--- config.mk ---
export PLATFORM = sky130hd
export DESIGN_NAME = shm_sensor_hub
export DESIGN_NICKNAME = d
export VERILOG_FILES = /design/src/hw/shm_sensor_hub.v
export VERILOG_INCLUDE_DIRS = /design/src /design/src/hw
export SDC_FILE = /design/constraint.sdc
export NUM_CORES = 1
export LEC_CHECK = 0
export BUFFER_PORTS_ARGS = -buffer_cell sky130_fd_sc_hd__buf_2
export CAP_MARGIN = 20
export CELL_PAD_IN_SITES_DETAIL_PLACEMENT = 0
export CELL_PAD_IN_SITES_GLOBAL_PLACEMENT = 1
export CORE_MARGIN = 5
export CORE_UTILIZATION = 45
export CTS_CLUSTER_SIZE = 16
export DETAILED_ROUTE_END_ITERATION = 12
export GPL_ROUTABILITY_DRIVEN = 0
export PLACE_DENSITY = 0.73
export SYNTH_ARGS = -nofsm -noshare
export SYNTH_HDL_FRONTEND = slang
export SYNTH_SLANG_ARGS = --single-unit
--- constraint.sdc ---
create_clock -name clk -period 33.1 [get_ports clk]
set_input_delay 6.62 -clock clk [delete_from_list [all_inputs] [get_ports clk]]
set_output_delay 6.62 -clock clk [all_outputs]
set_load 0.05 [all_outputs]
--- src/hw/shm_defines.vh ---
// constants and register map of the sensor hub i2c master
`ifndef SHM_DEFINES_VH
`define SHM_DEFINES_VH
`define SHM_IDX_BANK 8'h01
`define SHM_IDX_SLV_FIRST 8'h02
`define SHM_IDX_WRDATA 8'h0E
`define SHM_IDX_CTRL10 8'h19
`define SHM_IDX_MASTER 8'h1A
`define SHM_IDX_RESULT 8'h2E
`define SHM_IDX_STATUS 8'h53
`define SHM_RESULT_COUNT 5'd18
`define SHM_REG_RESET 8'h00
`define SHM_CTRL10_MASK 8'h3F
`define SHM_MASTER_MASK 8'hDF
`define SHM_SLVN_CFG_MASK 8'hC7
`define SHM_BANK_BIT 7
`define SHM_EMBEDDED_FEATURES_ON_BIT 2
`define SHM_MASTER_ON_BIT 0
`define SHM_PASS_BIT 2
`define SHM_PULLUP_BIT 3
`define SHM_TRIG_SEL_BIT 4
`define SHM_IRQ1_BIT 7
`define SHM_RW_BIT 0
`define SHM_SRC_MODE_BIT 3
`define SHM_RATE_MSB 7
`define SHM_RATE_LSB 6
`define SHM_COUNT_MSB 5
`define SHM_COUNT_LSB 4
`define SHM_NUMOP_MSB 2
`define SHM_NUMOP_LSB 0
`define SHM_RESP_OKAY 2'b00
`define SHM_RESP_DECERR 2'b11
`define SHM_CLK_HZ 250000000
`define SHM_SCL_HZ 400000
`define SHM_QUARTER_CYCLES ((`SHM_CLK_HZ + 4 * `SHM_SCL_HZ - 1) / (4 * `SHM_SCL_HZ))
`endif

--- src/hw/shm_sensor_hub.v ---
// sensor hub: axi4-lite registers, trigger logic and aux i2c master
`timescale 1ns/1ps
`include "shm_defines.vh"
module shm_sensor_hub #(
  parameter QUARTER = `SHM_QUARTER_CYCLES
) (
  input wire clk,
  input wire rst,
  input wire s_axi_awvalid,
  output wire s_axi_awready,
  input wire [9:0] s_axi_awaddr,
  input wire s_axi_wvalid,
  output wire s_axi_wready,
  input wire [31:0] s_axi_wdata,
  input wire [3:0] s_axi_wstrb,
  output reg s_axi_bvalid,
  input wire s_axi_bready,
  output reg [1:0] s_axi_bresp,
  input wire s_axi_arvalid,
  output wire s_axi_arready,
  input wire [9:0] s_axi_araddr,
  output reg s_axi_rvalid,
  input wire s_axi_rready,
  output reg [31:0] s_axi_rdata,
  output reg [1:0] s_axi_rresp,
  input wire accelPowered,
  input wire gyroPowered,
  input wire accelDataReady,
  input wire secondIrqIn,
  output wire secondIrqIsInput,
  output wire firstIrqOut,
  output wire auxPullUpOn,
  output wire passThroughOn,
  input wire auxClockLineIn,
  output wire auxClockLineOut,
  output reg auxClockLineOe,
  input wire auxDataLineIn,
  output wire auxDataLineOut,
  output reg auxDataLineOe
);
  localparam S_IDLE = 4'd0;
  localparam S_SELECT = 4'd1;
  localparam S_START = 4'd2;
  localparam S_ADRW = 4'd3;
  localparam S_SUB = 4'd4;
  localparam S_WDATA = 4'd5;
  localparam S_RSTART = 4'd6;
  localparam S_ADRR = 4'd7;
  localparam S_READ = 4'd8;
  localparam S_STOP = 4'd9;
  localparam S_DONE = 4'd10;
  localparam P_START = 2'd0;
  localparam P_WRITE = 2'd1;
  localparam P_READ = 2'd2;
  localparam P_STOP = 2'd3;

  function [7:0] slvIdx;
    input [1:0] n;
    input [1:0] k;
    begin
      slvIdx = `SHM_IDX_SLV_FIRST + {5'h00, n, 1'b0} + {6'h00, n} + {6'h00, k};
    end
  endfunction

  function [2:0] decimMask;
    input [1:0] rate;
    begin
      case (rate)
        2'b00: decimMask = 3'h0;
        2'b01: decimMask = 3'h1;
        2'b10: decimMask = 3'h3;
        default: decimMask = 3'h7;
      endcase
    end
  endfunction

  integer i;
  integer wi;
  integer ri;
  integer fi;
  reg [7:0] bankReg;
  reg [7:0] ctrlTen;
  reg [7:0] masterCfg;
  reg [7:0] wrData;
  reg [7:0] slvAddr [0:3];
  reg [7:0] slvSub [0:3];
  reg [7:0] slvCfg [0:3];
  reg [7:0] results [0:17];
  reg doneFlag;
  reg doneSet;
  reg awHave;
  reg wHave;
  reg [7:0] awIdx;
  reg [7:0] wByte;
  reg wLane;
  reg wrOk;
  reg rdOk;
  reg [7:0] rdByte;
  wire [7:0] arIdx = s_axi_araddr[9:2];
  wire bankOn = bankReg[`SHM_BANK_BIT];

  assign s_axi_awready = !awHave && !s_axi_bvalid;
  assign s_axi_wready = !wHave && !s_axi_bvalid;
  assign s_axi_arready = !s_axi_rvalid;
  wire statusRead = s_axi_arvalid && !s_axi_rvalid && arIdx == `SHM_IDX_STATUS;

  // write decode; slave bank hidden unless selected
  always @* begin
    wrOk = (awIdx == `SHM_IDX_BANK) || (awIdx == `SHM_IDX_CTRL10) ||
      (awIdx == `SHM_IDX_MASTER) || (bankOn && awIdx == `SHM_IDX_WRDATA);
    for (wi = 0; wi < 4; wi = wi + 1) begin
      if (bankOn && (awIdx == slvIdx(wi[1:0], 2'd0) || awIdx == slvIdx(wi[1:0], 2'd1) ||
          awIdx == slvIdx(wi[1:0], 2'd2))) begin
        wrOk = 1'b1;
      end
    end
  end

  // read decode; results and status read-only
  always @* begin
    rdOk = 1'b1;
    rdByte = 8'h00;
    if (arIdx == `SHM_IDX_BANK) begin
      rdByte = bankReg;
    end else if (arIdx == `SHM_IDX_CTRL10) begin
      rdByte = ctrlTen;
    end else if (arIdx == `SHM_IDX_MASTER) begin
      rdByte = masterCfg;
    end else if (arIdx == `SHM_IDX_STATUS) begin
      rdByte = {7'h00, doneFlag};
    end else if (bankOn && arIdx == `SHM_IDX_WRDATA) begin
      rdByte = wrData;
    end else begin
      rdOk = 1'b0;
    end
    for (ri = 0; ri < 4; ri = ri + 1) begin
      if (bankOn && arIdx == slvIdx(ri[1:0], 2'd0)) begin
        rdOk = 1'b1;
        rdByte = slvAddr[ri];
      end
      if (bankOn && arIdx == slvIdx(ri[1:0], 2'd1)) begin
        rdOk = 1'b1;
        rdByte = slvSub[ri];
      end
      if (bankOn && arIdx == slvIdx(ri[1:0], 2'd2)) begin
        rdOk = 1'b1;
        rdByte = slvCfg[ri];
      end
    end
    for (ri = 0; ri < 18; ri = ri + 1) begin
      if (arIdx == `SHM_IDX_RESULT + ri[7:0]) begin
        rdOk = 1'b1;
        rdByte = results[ri];
      end
    end
  end

  always @(posedge clk or posedge rst) begin
    if (rst) begin
      awHave <= 1'b0;
      wHave <= 1'b0;
      awIdx <= 8'h00;
      wByte <= 8'h00;
      wLane <= 1'b0;
      s_axi_bvalid <= 1'b0;
      s_axi_bresp <= `SHM_RESP_OKAY;
      s_axi_rvalid <= 1'b0;
      s_axi_rdata <= 32'h00000000;
      s_axi_rresp <= `SHM_RESP_OKAY;
      bankReg <= `SHM_REG_RESET;
      ctrlTen <= `SHM_REG_RESET;
      masterCfg <= `SHM_REG_RESET;
      wrData <= `SHM_REG_RESET;
      for (i = 0; i < 4; i = i + 1) begin
        slvAddr[i] <= `SHM_REG_RESET;
        slvSub[i] <= `SHM_REG_RESET;
        slvCfg[i] <= `SHM_REG_RESET;
      end
    end else begin
      if (s_axi_awvalid && s_axi_awready) begin
        awHave <= 1'b1;
        awIdx <= s_axi_awaddr[9:2];
      end
      if (s_axi_wvalid && s_axi_wready) begin
        wHave <= 1'b1;
        wByte <= s_axi_wdata[7:0];
        wLane <= s_axi_wstrb[0];
      end
      if (awHave && wHave && !s_axi_bvalid) begin
        awHave <= 1'b0;
        wHave <= 1'b0;
        s_axi_bvalid <= 1'b1;
        s_axi_bresp <= wrOk ? `SHM_RESP_OKAY : `SHM_RESP_DECERR;
        if (wrOk && wLane) begin
          if (awIdx == `SHM_IDX_BANK) bankReg <= wByte;
          if (awIdx == `SHM_IDX_CTRL10) ctrlTen <= wByte & `SHM_CTRL10_MASK;
          if (awIdx == `SHM_IDX_MASTER) masterCfg <= wByte & `SHM_MASTER_MASK;
          if (awIdx == `SHM_IDX_WRDATA) wrData <= wByte;
          for (i = 0; i < 4; i = i + 1) begin
            if (awIdx == slvIdx(i[1:0], 2'd0)) slvAddr[i] <= wByte;
            if (awIdx == slvIdx(i[1:0], 2'd1)) slvSub[i] <= wByte;
            // only slave 0 carries sensor count and source mode
            if (awIdx == slvIdx(i[1:0], 2'd2)) begin
              slvCfg[i] <= (i == 0) ? wByte : (wByte & `SHM_SLVN_CFG_MASK);
            end
          end
        end
      end
      if (s_axi_bvalid && s_axi_bready) s_axi_bvalid <= 1'b0;
      if (s_axi_arvalid && s_axi_arready) begin
        s_axi_rvalid <= 1'b1;
        s_axi_rdata <= {24'h000000, rdByte};
        s_axi_rresp <= rdOk ? `SHM_RESP_OKAY : `SHM_RESP_DECERR;
      end else if (s_axi_rvalid && s_axi_rready) begin
        s_axi_rvalid <= 1'b0;
      end
    end
  end

  // set beats the read-clear in the same cycle
  always @(posedge clk or posedge rst) begin
    if (rst) begin
      doneFlag <= 1'b0;
    end else if (doneSet) begin
      doneFlag <= 1'b1;
    end else if (statusRead) begin
      doneFlag <= 1'b0;
    end
  end

  wire funcOn = ctrlTen[`SHM_EMBEDDED_FEATURES_ON_BIT];
  wire masterOn = masterCfg[`SHM_MASTER_ON_BIT];
  wire trigSel = masterCfg[`SHM_TRIG_SEL_BIT];
  wire passOn = masterCfg[`SHM_PASS_BIT];
  // master yields the aux lines while they are shorted to the host bus
  wire hubOn = funcOn && masterOn && !passOn && (accelPowered || gyroPowered) &&
    (trigSel || accelPowered);
  assign secondIrqIsInput = masterOn && trigSel;
  assign firstIrqOut = doneFlag && masterCfg[`SHM_IRQ1_BIT];
  assign auxPullUpOn = masterCfg[`SHM_PULLUP_BIT];
  assign passThroughOn = passOn;
  assign auxClockLineOut = 1'b0;
  assign auxDataLineOut = 1'b0;

  // pin synchronisers: change accepted once second and third stages agree
  reg [2:0] sclSync;
  reg [2:0] sdaSync;
  reg [2:0] irqSync;
  reg sclSeen;
  reg sdaSeen;
  reg extLevel;
  reg extPrev;
  reg accelPrev;
  always @(posedge clk or posedge rst) begin
    if (rst) begin
      sclSync <= 3'b111;
      sdaSync <= 3'b111;
      irqSync <= 3'b000;
      sclSeen <= 1'b1;
      sdaSeen <= 1'b1;
      extLevel <= 1'b0;
      extPrev <= 1'b0;
      accelPrev <= 1'b0;
    end else begin
      sclSync <= {sclSync[1:0], auxClockLineIn};
      sdaSync <= {sdaSync[1:0], auxDataLineIn};
      irqSync <= {irqSync[1:0], secondIrqIn};
      if (sclSync[1] == sclSync[2]) sclSeen <= sclSync[2];
      if (sdaSync[1] == sdaSync[2]) sdaSeen <= sdaSync[2];
      if (irqSync[1] == irqSync[2]) extLevel <= irqSync[2];
      extPrev <= extLevel;
      accelPrev <= accelDataReady;
    end
  end
  wire extRise = extLevel && !extPrev && secondIrqIsInput;
  wire accelRise = accelDataReady && !accelPrev;
  wire trig = trigSel ? extRise : accelRise;

  reg [3:0] state;
  reg [1:0] cur;
  reg [2:0] trigCnt;
  reg [2:0] curCount;
  reg [4:0] ptr;
  reg [2:0] readLeft;
  reg condPhase;
  reg condOk;
  reg engGo;
  reg engBusy;
  reg engDone;
  reg engNack;
  reg [7:0] engRx;
  wire [7:0] curAddr = slvAddr[cur];
  wire [7:0] curCfg = slvCfg[cur];
  wire [2:0] numop = curCfg[`SHM_NUMOP_MSB:`SHM_NUMOP_LSB];
  wire isWrite = (cur == 2'd0) && !curAddr[`SHM_RW_BIT];
  wire slvUsed = (cur == 2'd0) || curAddr[`SHM_RW_BIT];
  wire decimOk = (curCount & decimMask(curCfg[`SHM_RATE_MSB:`SHM_RATE_LSB])) == 3'h0;
  wire eligible = slvUsed && decimOk && (isWrite || numop != 3'h0);
  wire lastSlave = cur == slvCfg[0][`SHM_COUNT_MSB:`SHM_COUNT_LSB];

  // primitive and byte for the current step
  reg [1:0] stepPrim;
  reg [7:0] stepTx;
  always @* begin
    stepPrim = P_WRITE;
    stepTx = 8'h00;
    case (state)
      S_START, S_RSTART: stepPrim = P_START;
      S_ADRW: stepTx = {curAddr[7:1], 1'b0};
      S_SUB: stepTx = condPhase ? wrData : slvSub[cur];
      S_WDATA: stepTx = wrData;
      S_ADRR: stepTx = {curAddr[7:1], 1'b1};
      S_READ: stepPrim = P_READ;
      S_STOP: stepPrim = P_STOP;
      default: stepPrim = P_WRITE;
    endcase
  end
  wire stepAck = !condPhase && readLeft > 3'd1;

  always @(posedge clk or posedge rst) begin
    if (rst) begin
      state <= S_IDLE;
      cur <= 2'd0;
      trigCnt <= 3'h0;
      curCount <= 3'h0;
      ptr <= 5'd0;
      readLeft <= 3'h0;
      condPhase <= 1'b0;
      condOk <= 1'b0;
      engGo <= 1'b0;
      doneSet <= 1'b0;
      for (fi = 0; fi < 18; fi = fi + 1) results[fi] <= `SHM_REG_RESET;
    end else begin
      engGo <= 1'b0;
      doneSet <= 1'b0;
      if (!hubOn) begin
        state <= S_IDLE;
      end else begin
        case (state)
          S_IDLE: begin
            // triggers during a cycle are dropped; config is not latched, so a mid-cycle write affects the rest of the cycle
            if (trig) begin
              curCount <= trigCnt;
              trigCnt <= trigCnt + 3'h1;
              cur <= 2'd0;
              ptr <= 5'd0;
              state <= S_SELECT;
            end
          end
          S_SELECT: begin
            condOk <= 1'b0;
            if (eligible) begin
              condPhase <= (cur == 2'd0) && !isWrite && curCfg[`SHM_SRC_MODE_BIT];
              readLeft <= numop;
              state <= S_START;
              engGo <= 1'b1;
            end else if (lastSlave) begin
              state <= S_DONE;
            end else begin
              cur <= cur + 2'd1;
            end
          end
          S_START: if (engDone) begin
            state <= S_ADRW;
            engGo <= 1'b1;
          end
          S_ADRW: if (engDone) begin
            state <= engNack ? S_STOP : S_SUB;
            engGo <= 1'b1;
          end
          S_SUB: if (engDone) begin
            state <= engNack ? S_STOP : ((isWrite && !condPhase) ? S_WDATA : S_RSTART);
            engGo <= 1'b1;
          end
          S_WDATA: if (engDone) begin
            state <= S_STOP;
            engGo <= 1'b1;
          end
          S_RSTART: if (engDone) begin
            state <= S_ADRR;
            engGo <= 1'b1;
          end
          S_ADRR: if (engDone) begin
            state <= engNack ? S_STOP : S_READ;
            engGo <= 1'b1;
          end
          S_READ: if (engDone) begin
            engGo <= 1'b1;
            if (condPhase) begin
              condOk <= engRx != 8'h00;
              state <= S_STOP;
            end else begin
              // bytes past the last result slot are read but discarded
              if (ptr < `SHM_RESULT_COUNT) begin
                results[ptr] <= engRx;
                ptr <= ptr + 5'd1;
              end
              readLeft <= readLeft - 3'h1;
              state <= (readLeft == 3'h1) ? S_STOP : S_READ;
            end
          end
          S_STOP: if (engDone) begin
            if (condPhase && condOk) begin
              condPhase <= 1'b0;
              state <= S_START;
              engGo <= 1'b1;
            end else if (lastSlave) begin
              state <= S_DONE;
            end else begin
              cur <= cur + 2'd1;
              state <= S_SELECT;
            end
          end
          S_DONE: begin
            doneSet <= 1'b1;
            state <= S_IDLE;
          end
          default: state <= S_IDLE;
        endcase
      end
    end
  end

  // bit engine: four quarters per bit, waits at quarter 2 for stretched clock
  reg [1:0] prim;
  reg [1:0] quarter;
  reg [3:0] bitIdx;
  reg [7:0] sh;
  reg ackOut;
  reg [15:0] divCnt;
  wire lastBit = bitIdx == 4'd8;
  wire bitVal = (prim == P_READ) ? (lastBit ? !ackOut : 1'b1) : (lastBit ? 1'b1 : sh[7]);
  always @(posedge clk or posedge rst) begin
    if (rst) begin
      engBusy <= 1'b0;
      engDone <= 1'b0;
      engNack <= 1'b0;
      engRx <= 8'h00;
      prim <= P_START;
      quarter <= 2'd0;
      bitIdx <= 4'd0;
      sh <= 8'h00;
      ackOut <= 1'b0;
      divCnt <= 16'h0000;
      auxClockLineOe <= 1'b0;
      auxDataLineOe <= 1'b0;
    end else begin
      engDone <= 1'b0;
      if (!hubOn) begin
        engBusy <= 1'b0;
        auxClockLineOe <= 1'b0;
        auxDataLineOe <= 1'b0;
      end else if (engGo) begin
        engBusy <= 1'b1;
        prim <= stepPrim;
        sh <= stepTx;
        ackOut <= stepAck;
        bitIdx <= 4'd0;
        quarter <= 2'd0;
        divCnt <= 16'h0000;
      end else if (engBusy) begin
        if (divCnt != QUARTER[15:0] - 16'h0001) begin
          divCnt <= divCnt + 16'h0001;
        end else if (!(quarter == 2'd2 && !sclSeen)) begin
          divCnt <= 16'h0000;
          quarter <= quarter + 2'd1;
          case (quarter)
            2'd0: begin
              if (prim == P_START) begin
                auxDataLineOe <= 1'b0;
              end else if (prim == P_STOP) begin
                auxClockLineOe <= 1'b1;
                auxDataLineOe <= 1'b1;
              end else begin
                auxClockLineOe <= 1'b1;
                auxDataLineOe <= !bitVal;
              end
            end
            2'd1: auxClockLineOe <= 1'b0;
            2'd2: begin
              if (prim == P_START) begin
                auxDataLineOe <= 1'b1;
              end else if (prim == P_STOP) begin
                auxDataLineOe <= 1'b0;
              end else if (lastBit) begin
                engNack <= sdaSeen;
              end else begin
                engRx <= {engRx[6:0], sdaSeen};
              end
            end
            default: begin
              if (prim != P_STOP) auxClockLineOe <= 1'b1;
              if (prim == P_START || prim == P_STOP || lastBit) begin
                engBusy <= 1'b0;
                engDone <= 1'b1;
              end else begin
                bitIdx <= bitIdx + 4'd1;
                sh <= {sh[6:0], 1'b0};
              end
            end
          endcase
        end
      end
    end
  end
endmodule // shm_sensor_hub
==> out/metrics.cfg, run 1 <==
[global_route]
grt_remaining_overflow=0
antenna_found_initial=1
grt_pass1_vias=15179
grt_pass1_wl_mm=95.6
grt_use_total_pct=25.8
grt_max_degree=128

[sta]
tightest_slew_ns=1.19
hold_slack_ns=0.348
setup_viol=0
slew_violations=0
hold_viol=0
tns_ns=0
rsz0062_at_grt=false
relSlewSlack_pct=20.2
setup_ws_ns=23.53
fmax_mhz=104
clock_skew_ns=0.0209
min_period_ns=9.57
fin_crit_sh_pct=28.9

[setup_path]
cp_data_required_time_ns=33.56
endpoint_kind=register
cp.arrival_ns=10.04
crit_fanout=58
path_class=input port to register
startpoint_type=input port
ff2ff_path_depth=7

[power_and_ir_drop]
pwr_density_cell_nw_per_um2=51.2
clockPowerShare_pct=44.7
power_switching_uw=315
pwr-share-seq_pct=45.5
combPwrFrac_pct=9.9
p_int_uw=820
peakVddDrop_v=0.0000471
switching_share_pct=27.7
p_leak_nw=10.1

[route]
dr.first_iter.drc_count=1632
routed.top_layer=met5
wirelength_mm=62.4
routed_via_density=6.21
routedWlPerCell_um=25.1
ant_nets=0
drc=0
wl_met3_mm=5.09
vias=15403
firstDrtPassIters=6
wl_met1_mm=27.2
met2WireLength_mm=27.4

[cells_and_area]
regArea_um2=9420
n_antenna_cell=0
drive_above_1_share_pct=28.3
multi_input_area_um2=9730
syn2layout_area_growth_pct=11.4
fill_cells=4015
nets=1944

[clock_network]
clkSinkCount=376
cts_buffer_depth=3
ctsHtreeMaxLevel=2
clk_pin_slew_worst_paths_ns=0.06
postCtsHoldBufs=0
cts_tree=done
cts_made_buffers=44
post_cts_resized=0
root_buffer=clkbuf_16
cts_setup_buffers=0
worst_skew_pair.late_latency_ns=0.57

[floorplanning]
placementRows=77
die_h_um=220
core_area_um2=44000
die_area_um2=48600
start_util_pct=45.2
die_w_um=220
io_pins=118

[place]
dp_slack_ns=23.14
dp_hpwl_mm=42.0
io_buffers=60

[logic_synthesis]
synth_seq_area_share_pct=47.3
syn_avg_cell_area_um2=10.8
synth_flop_cell=dfrtp_1
synth_top_area_share_pct=46.2
synth_cells=1843
synth_warnings=0
ys_types=89
yosys_register_bits=376
synthTopCellsByArea=dfrtp_1 46%, mux2_2 17%, a21oi_1 2.7%
synth-async-reset-ratio_pct=100
synth_area_um2=19900
yosysTopAreaCell=dfrtp_1
synth_edf_count=0

[run]
maxCapViolations=0

[worst_hold_path]
hold_depth=0
holdCritPathClass=register to register

[status]
run_status=completed

## cell type report
class	count	area share [%]
Tap cell	592	3.34
Clock buffer	64	5.81
Clock inverter	16	0.993
Sequential cell	376	42.5
Timing Repair Buffer	95	2.64
Multi-Input combinational cell	1289	43.9
Inverter	50	0.880
## worst max-delay path, stage by stage
cell and delay (ns):
buf_2 0.34, buf_4 0.70, inv_1 0.60, nor3_1 0.88
o21a_1 0.23, a21oi_1 0.07, a22oi_1 0.32, o31ai_1 0.13
o21ai_0 0.11
## state kept, by name, summed over array words and instances, names as in the netlist, 16 cells and up
name / flops
slvSub: 32
divCnt: 16
slvCfg: 23
slvAddr: 32
results: 144
## metal layers
layer	up-vias	track usage, %
met5	-	0
li1	6743	-
met3	171	4.58
met2	668	38.5
met1	7819	37.5
met4	2	10.3
## cell families after synthesis
kind of cell | Yosys count | synth area share [%]
fa+ha+maj | 22 | 1.34
flops | 376 | 47.3
compound gates | 394 | 12.5
other cells | 1 | 0.0188
buf+inv | 203 | 4.45
xor+xnor | 13 | 0.572
simple gates | 485 | 12.7
mux | 349 | 21.0
## final timing paths
kind	from	to	slack, ns
max reg2reg	state[3]$_DFFE_PP0P_	results[106]$_DFFE_PP0P_	29.59
min	irqSync[0]$_DFF_PP0_	irqSync[1]$_DFF_PP0_	0.35
max in group asynchronous	rst	engRx[3]$_DFFE_PP0P_	24.71
min in group asynchronous	rst	s_axi_bvalid$_DFFE_PP0P_	6.23
min reg2reg	irqSync[0]$_DFF_PP0_	irqSync[1]$_DFF_PP0_	0.35
max	s_axi_araddr[3]	s_axi_rdata[0]$_DFFE_PP0P_	23.53
## power groups by stage
| stage | Combinational, mW | Clock (mW) | Sequential (mW) |
|---|---|---|---|
| after global routing | 0.121 | 0.533 | 0.520 |
| final | 0.112 | 0.507 | 0.516 |
| after global placement | 0.110 | 0 | 0.523 |
| after detailed placement | 0.111 | 0 | 0.524 |
| after floorplan | 0.0883 | 0 | 0.510 |
| after CTS | 0.111 | 0.516 | 0.515 |
## cells in the mapped netlist, types with 12 or more instances
library cell and instances:
a31oi_1 15, dfrtp_1 368, nor2b_1 16, a211oi_1 15, nand3_1 43, o21ai_0 98, inv_1 49, buf_4 28
o22ai_1 30, a21oi_1 106, ha_1 19, nand2b_1 12, nand2_1 128, a22oi_1 18, mux4_2 23, nor3_1 36
o211ai_1 17, nand4_1 23, and2_1 13, mux2i_1 22, nor4_1 14, or3_1 13, nor2_1 107, mux2_2 296
clkbuf_1 106
## stage by stage
step	cell area, um^2	power (mW)	utilization, %	instances
floorplan	20000	0.599	-	1868
global placement	20600	0.633	46.8	2396
detailed placement	20600	0.635	46.8	2396
CTS	22100	1.14	50.2	2476
global route	22200	1.17	50.4	2482
finish	22200	1.13	50.4	2482
## cells in the final DEF, fill, tap and decap left out, types with 12 or more instances in the layout
| cell type | instances |
|---|---|
| a211oi_1 | 15 |
| a21oi_1 | 106 |
| a22oi_1 | 18 |
| a31oi_1 | 15 |
| and2_1 | 13 |
| buf_2 | 61 |
| buf_4 | 30 |
| clkbuf_16 | 45 |
| conb_1 | 26 |
| dfrtp_1 | 368 |
| ha_1 | 19 |
| inv_1 | 48 |
| mux2_2 | 296 |
| mux2i_1 | 22 |
| mux4_2 | 23 |
| nand2_1 | 128 |
| nand2b_1 | 12 |
| nand3_1 | 43 |
| nand4_1 | 23 |
| nor2_1 | 107 |
| nor2b_1 | 15 |
| nor3_1 | 36 |
| nor4_1 | 14 |
| o211ai_1 | 17 |
| o21ai_0 | 98 |
| o22ai_1 | 30 |
| or3_1 | 13 |
Note: power is estimated with default switching activity, not from simulation.
==> inputs of run 2 (changes only) <==
--- a/config.mk
+++ b/config.mk
@@ -6,6 +6,7 @@
 export SDC_FILE = /design/constraint.sdc
 export NUM_CORES = 1
 export LEC_CHECK = 0
+export ABC_AREA = 1
 export BUFFER_PORTS_ARGS = -buffer_cell sky130_fd_sc_hd__buf_2
 export CAP_MARGIN = 20
 export CELL_PAD_IN_SITES_DETAIL_PLACEMENT = 0
@@ -15,7 +16,7 @@
 export CTS_CLUSTER_SIZE = 16
 export DETAILED_ROUTE_END_ITERATION = 12
 export GPL_ROUTABILITY_DRIVEN = 0
-export PLACE_DENSITY = 0.73
+export PLACE_DENSITY = 0.78
 export SYNTH_ARGS = -nofsm -noshare
 export SYNTH_HDL_FRONTEND = slang
 export SYNTH_SLANG_ARGS = --single-unit
==> constraint.sdc (replaced) <==
create_clock -name clk -period 10 [get_ports clk]
set_input_delay 2 -clock clk [delete_from_list [all_inputs] [get_ports clk]]
set_output_delay 2 -clock clk [all_outputs]
set_load 0.05 [all_outputs]
==> run 2 against run 1 <==
Against the previous run: non-clock buffer count shrank 18; final area is 7.2% lower; largest power group is now the clock network; register-to-register slack got worse by 23 ns; clock-buffer cell count shrank 5; synthesized cell count up 26%; sequential cell count stayed put; clock power rose to 3.3 times the previous value; sequential power grew to 3.1 times the previous value; combinational power rose to 3.2 times the previous value; via count rose by 3.5%.
==> out/metrics.cfg, run 2 <==
[setup_path]
cp_data_required_time_ns=10.47  ; -23.09 ns
endpoint_kind=register
crit_fanout=14  ; -76%
startpoint=s_axi_araddr[7]
slowest_delay_ns=0.66  ; -0.22 ns
worstPathCellList=buf_2 > inv_1 > nand2_1 > nor2_1 > nand2_1 > nor2_1 > inv_1 > o22ai_1 > nand4_1 > nand2_1 > nand4_1 > nand2_1 > nand3_1 > nand2_1 > nand3_1 > nand2_1 > nand4_1 > nor2_1 > nand3_1 > nand2_1 > nand4_1 > nand2_1 > nand2_1
cp.arrival_ns=5.66  ; -4.38 ns
path_common_cell=nand2_1
startpoint_type=input port
regToRegStartpoint=bankReg[7]$_DFFE_PP0P_
path_class=input port to register
slowest_stage=nor2_1

[route]
routedWlPerCell_um=18.5  ; -26%
firstDrtPassIters=5  ; -1
routed_via_density=5.46  ; -12%
wirelength_mm=54.0  ; -13%
vias=15940  ; +3.5%
ant_nets=0  ; unchanged
drc=0  ; unchanged
dr.first_iter.drc_count=1610  ; -1.3%

[power_and_ir_drop]
p_leak_nw=9.40  ; -6.9%
peakVddDrop_v=0.000152  ; +220%
total_power_mw=3.62  ; +220%
pwr_density_cell_nw_per_um2=176  ; +240%

[sta]
fmax_mhz=192
hold_viol=0  ; unchanged
setup_viol=0  ; unchanged
clock_skew_ns=0.0210  ; +0.0000492 ns
rsz0062_at_grt=false
tightest_slew_ns=1.03  ; -0.157 ns
fin_crit_sh_pct=52.0
tns_ns=0  ; unchanged
min_period_ns=5.20
slew_violations=0  ; unchanged
relSlewSlack_pct=30.6  ; +10 points

[cells_and_area]
n_antenna_cell=0  ; unchanged
largest_register_ffs=144  ; unchanged
drive_above_1_share_pct=8.46  ; -20 points
top_register=results
fill_cells=3997  ; -0.45%
final_cell_mix=628 x nand2_1, 368 x dfrtp_1, 327 x o21ai_0
mostFrequentLayoutCell=nand2_1
syn2layout_area_growth_pct=11.8
largestRegisters=results: 144 flops, slvAddr: 32 flops, slvSub: 32 flops
fin_area_um2=20600  ; -7.2%
nets=2442  ; +26%

[global_route]
grt_pass1_wl_mm=85.6  ; -10%
grt_remaining_overflow=0  ; unchanged
antenna_found_initial=0  ; -1
grt_max_degree=174  ; +36%
grt_use_total_pct=24.0  ; -1.8 points
grt_pass1_vias=14789  ; -2.6%

[logic_synthesis]
syn_avg_cell_area_um2=7.94  ; -27%
synth_top_area_share_pct=50.0  ; +3.8 points
ys_types=58  ; -35%
yosysTopAreaCell=dfrtp_1
synth_area_um2=18400  ; -7.5%
yosys_register_bits=376  ; unchanged
synth_seq_area_share_pct=51.1  ; +3.8 points
netlist_top_cells_count=628 x nand2_1, 368 x dfrtp_1, 327 x o21ai_0, 196 x inv_1, 196 x nor2_1
synthTopCellsByArea=dfrtp_1 50%, nand2_1 13%, o21ai_0 8.9%
synth_flop_cell=dfrtp_1
synth_cells=2320  ; +26%
synth_most_common_cell=nand2_1
synth_warnings=0  ; unchanged
synth_edf_count=0  ; unchanged
synth-async-reset-ratio_pct=100  ; unchanged

[clock_network]
ctsHtreeMaxLevel=2  ; unchanged
cts_setup_buffers=0  ; unchanged
root_buffer=clkbuf_16
postCtsHoldBufs=0  ; unchanged
cts_buffer_depth=3  ; unchanged
worst_skew_pair.late_latency_ns=0.58  ; about the same
cts_tree=done
post_cts_resized=0  ; unchanged
clkSinkCount=376  ; unchanged
cts_made_buffers=43  ; -2.3%
clk_pin_slew_worst_paths_ns=0.06  ; about the same

[place]
postPlaceCellArea_um2=19100  ; -7.4%
dp_hpwl_mm=37.5  ; -11%
io_buffers=60  ; unchanged

[floorplanning]
die_w_um=212  ; -3.7%
start_util_pct=45.3  ; +0.082 points
core_area_um2=40600  ; -7.7%
placementRows=74  ; -3.9%
io_pins=118  ; unchanged
die_area_um2=45100  ; -7.2%
die_h_um=212  ; -3.7%

[worst_hold_path]
holdCritPathClass=register to register
hold_path_startpoint=irqSync[0]$_DFF_PP0_

[status]
run_status=completed

[run]
maxCapViolations=0  ; unchanged

==> run 2: cell count changes after synthesis, sizes merged, moves of 23 or more <==
cell	change
clkbuf	-29
inv	+156
mux2	-297
mux4	-23
nand2	+500
nand3	+38
nand4	+30
nor2	+91
o21ai	+290
==> run 2: layout make-up <==
type | instances | area, um^2 | area share, %
well taps | 532 | 666 | 3.23
repair buffers | 77 | 460 | 2.24
clock inverters | 19 | 245 | 1.19
flip-flops and latches | 376 | 9420 | 45.8
clock buffers | 59 | 1240 | 6.01
inverters | 208 | 785 | 3.81
multi-input cells | 1648 | 7770 | 37.8
==> run 2: stage by stage <==
stage                     setup slack [ns]  utilization, %  instances  hold WS, ns
after CTS                             4.90            50.6       2918        0.358
after detailed placement              4.30            46.9       2840        0.344
after global placement                4.31            46.9       2840        0.339
final                                 4.80            50.6       2919        0.352
after global routing                  4.57            50.6       2919        0.363
after floorplan                       2.96               -       2345        0.331
==> run 2: worst paths after layout <==
kind / end / slack, ns / depth (start not counted)
worst max-delay path: s_axi_rdata[0]$_DFFE_PP0P_ / 4.80 / 23
worst min register to register: irqSync[1]$_DFF_PP0_ / 0.35 / 0
worst min-delay path: irqSync[1]$_DFF_PP0_ / 0.35 / 0
max in group asynchronous: results[71]$_DFFE_PP0P_ / 6.89 / 4
worst max register to register: s_axi_rdata[0]$_DFFE_PP0P_ / 6.36 / 19
min in group asynchronous: slvAddr[15]$_DFFE_PP0P_ / 1.66 / 3
==> run 2: critical path: cells and delay by family <==
kind | cells | cell delay (ns)
buf+inv | 3 | 0.54
simple gates | 19 | 2.78
compound gates | 1 | 0.33
==> run 2: where the power goes <==
part           switching [mW]  internal (mW)
logic                   0.297         0.0648
registers              0.0283           1.57
clock network           0.656          0.998
==> run 2: routing by layer <==
metal	global-route usage [%]	part of all wire (%)	routed length, um	vias to the layer above
li1	-	-	-	7692
met1	36.7	48	25700	7662
met2	35.8	44	23600	493
met3	3.63	6.0	3260	93
met4	6.67	2.7	1450	0
met5	0	0	0	-
==> run 2: kinds of logic (layout without fill, tap and decap cells) <==
kind of cell | Yosys count | count (layout) | synth area share, %
AOI/OAI and AO/OA | 551 | 551 | 16.0
muxes | 8 | 8 | 0.482
DFF | 376 | 376 | 51.1
adders and majority gates | 22 | 22 | 1.45
other | 1 | 26 | 0.0204
buffers and inverters | 321 | 363 | 7.18
and+or+nand+nor | 1035 | 1035 | 23.5
xor gates and xnor gates | 6 | 6 | 0.285
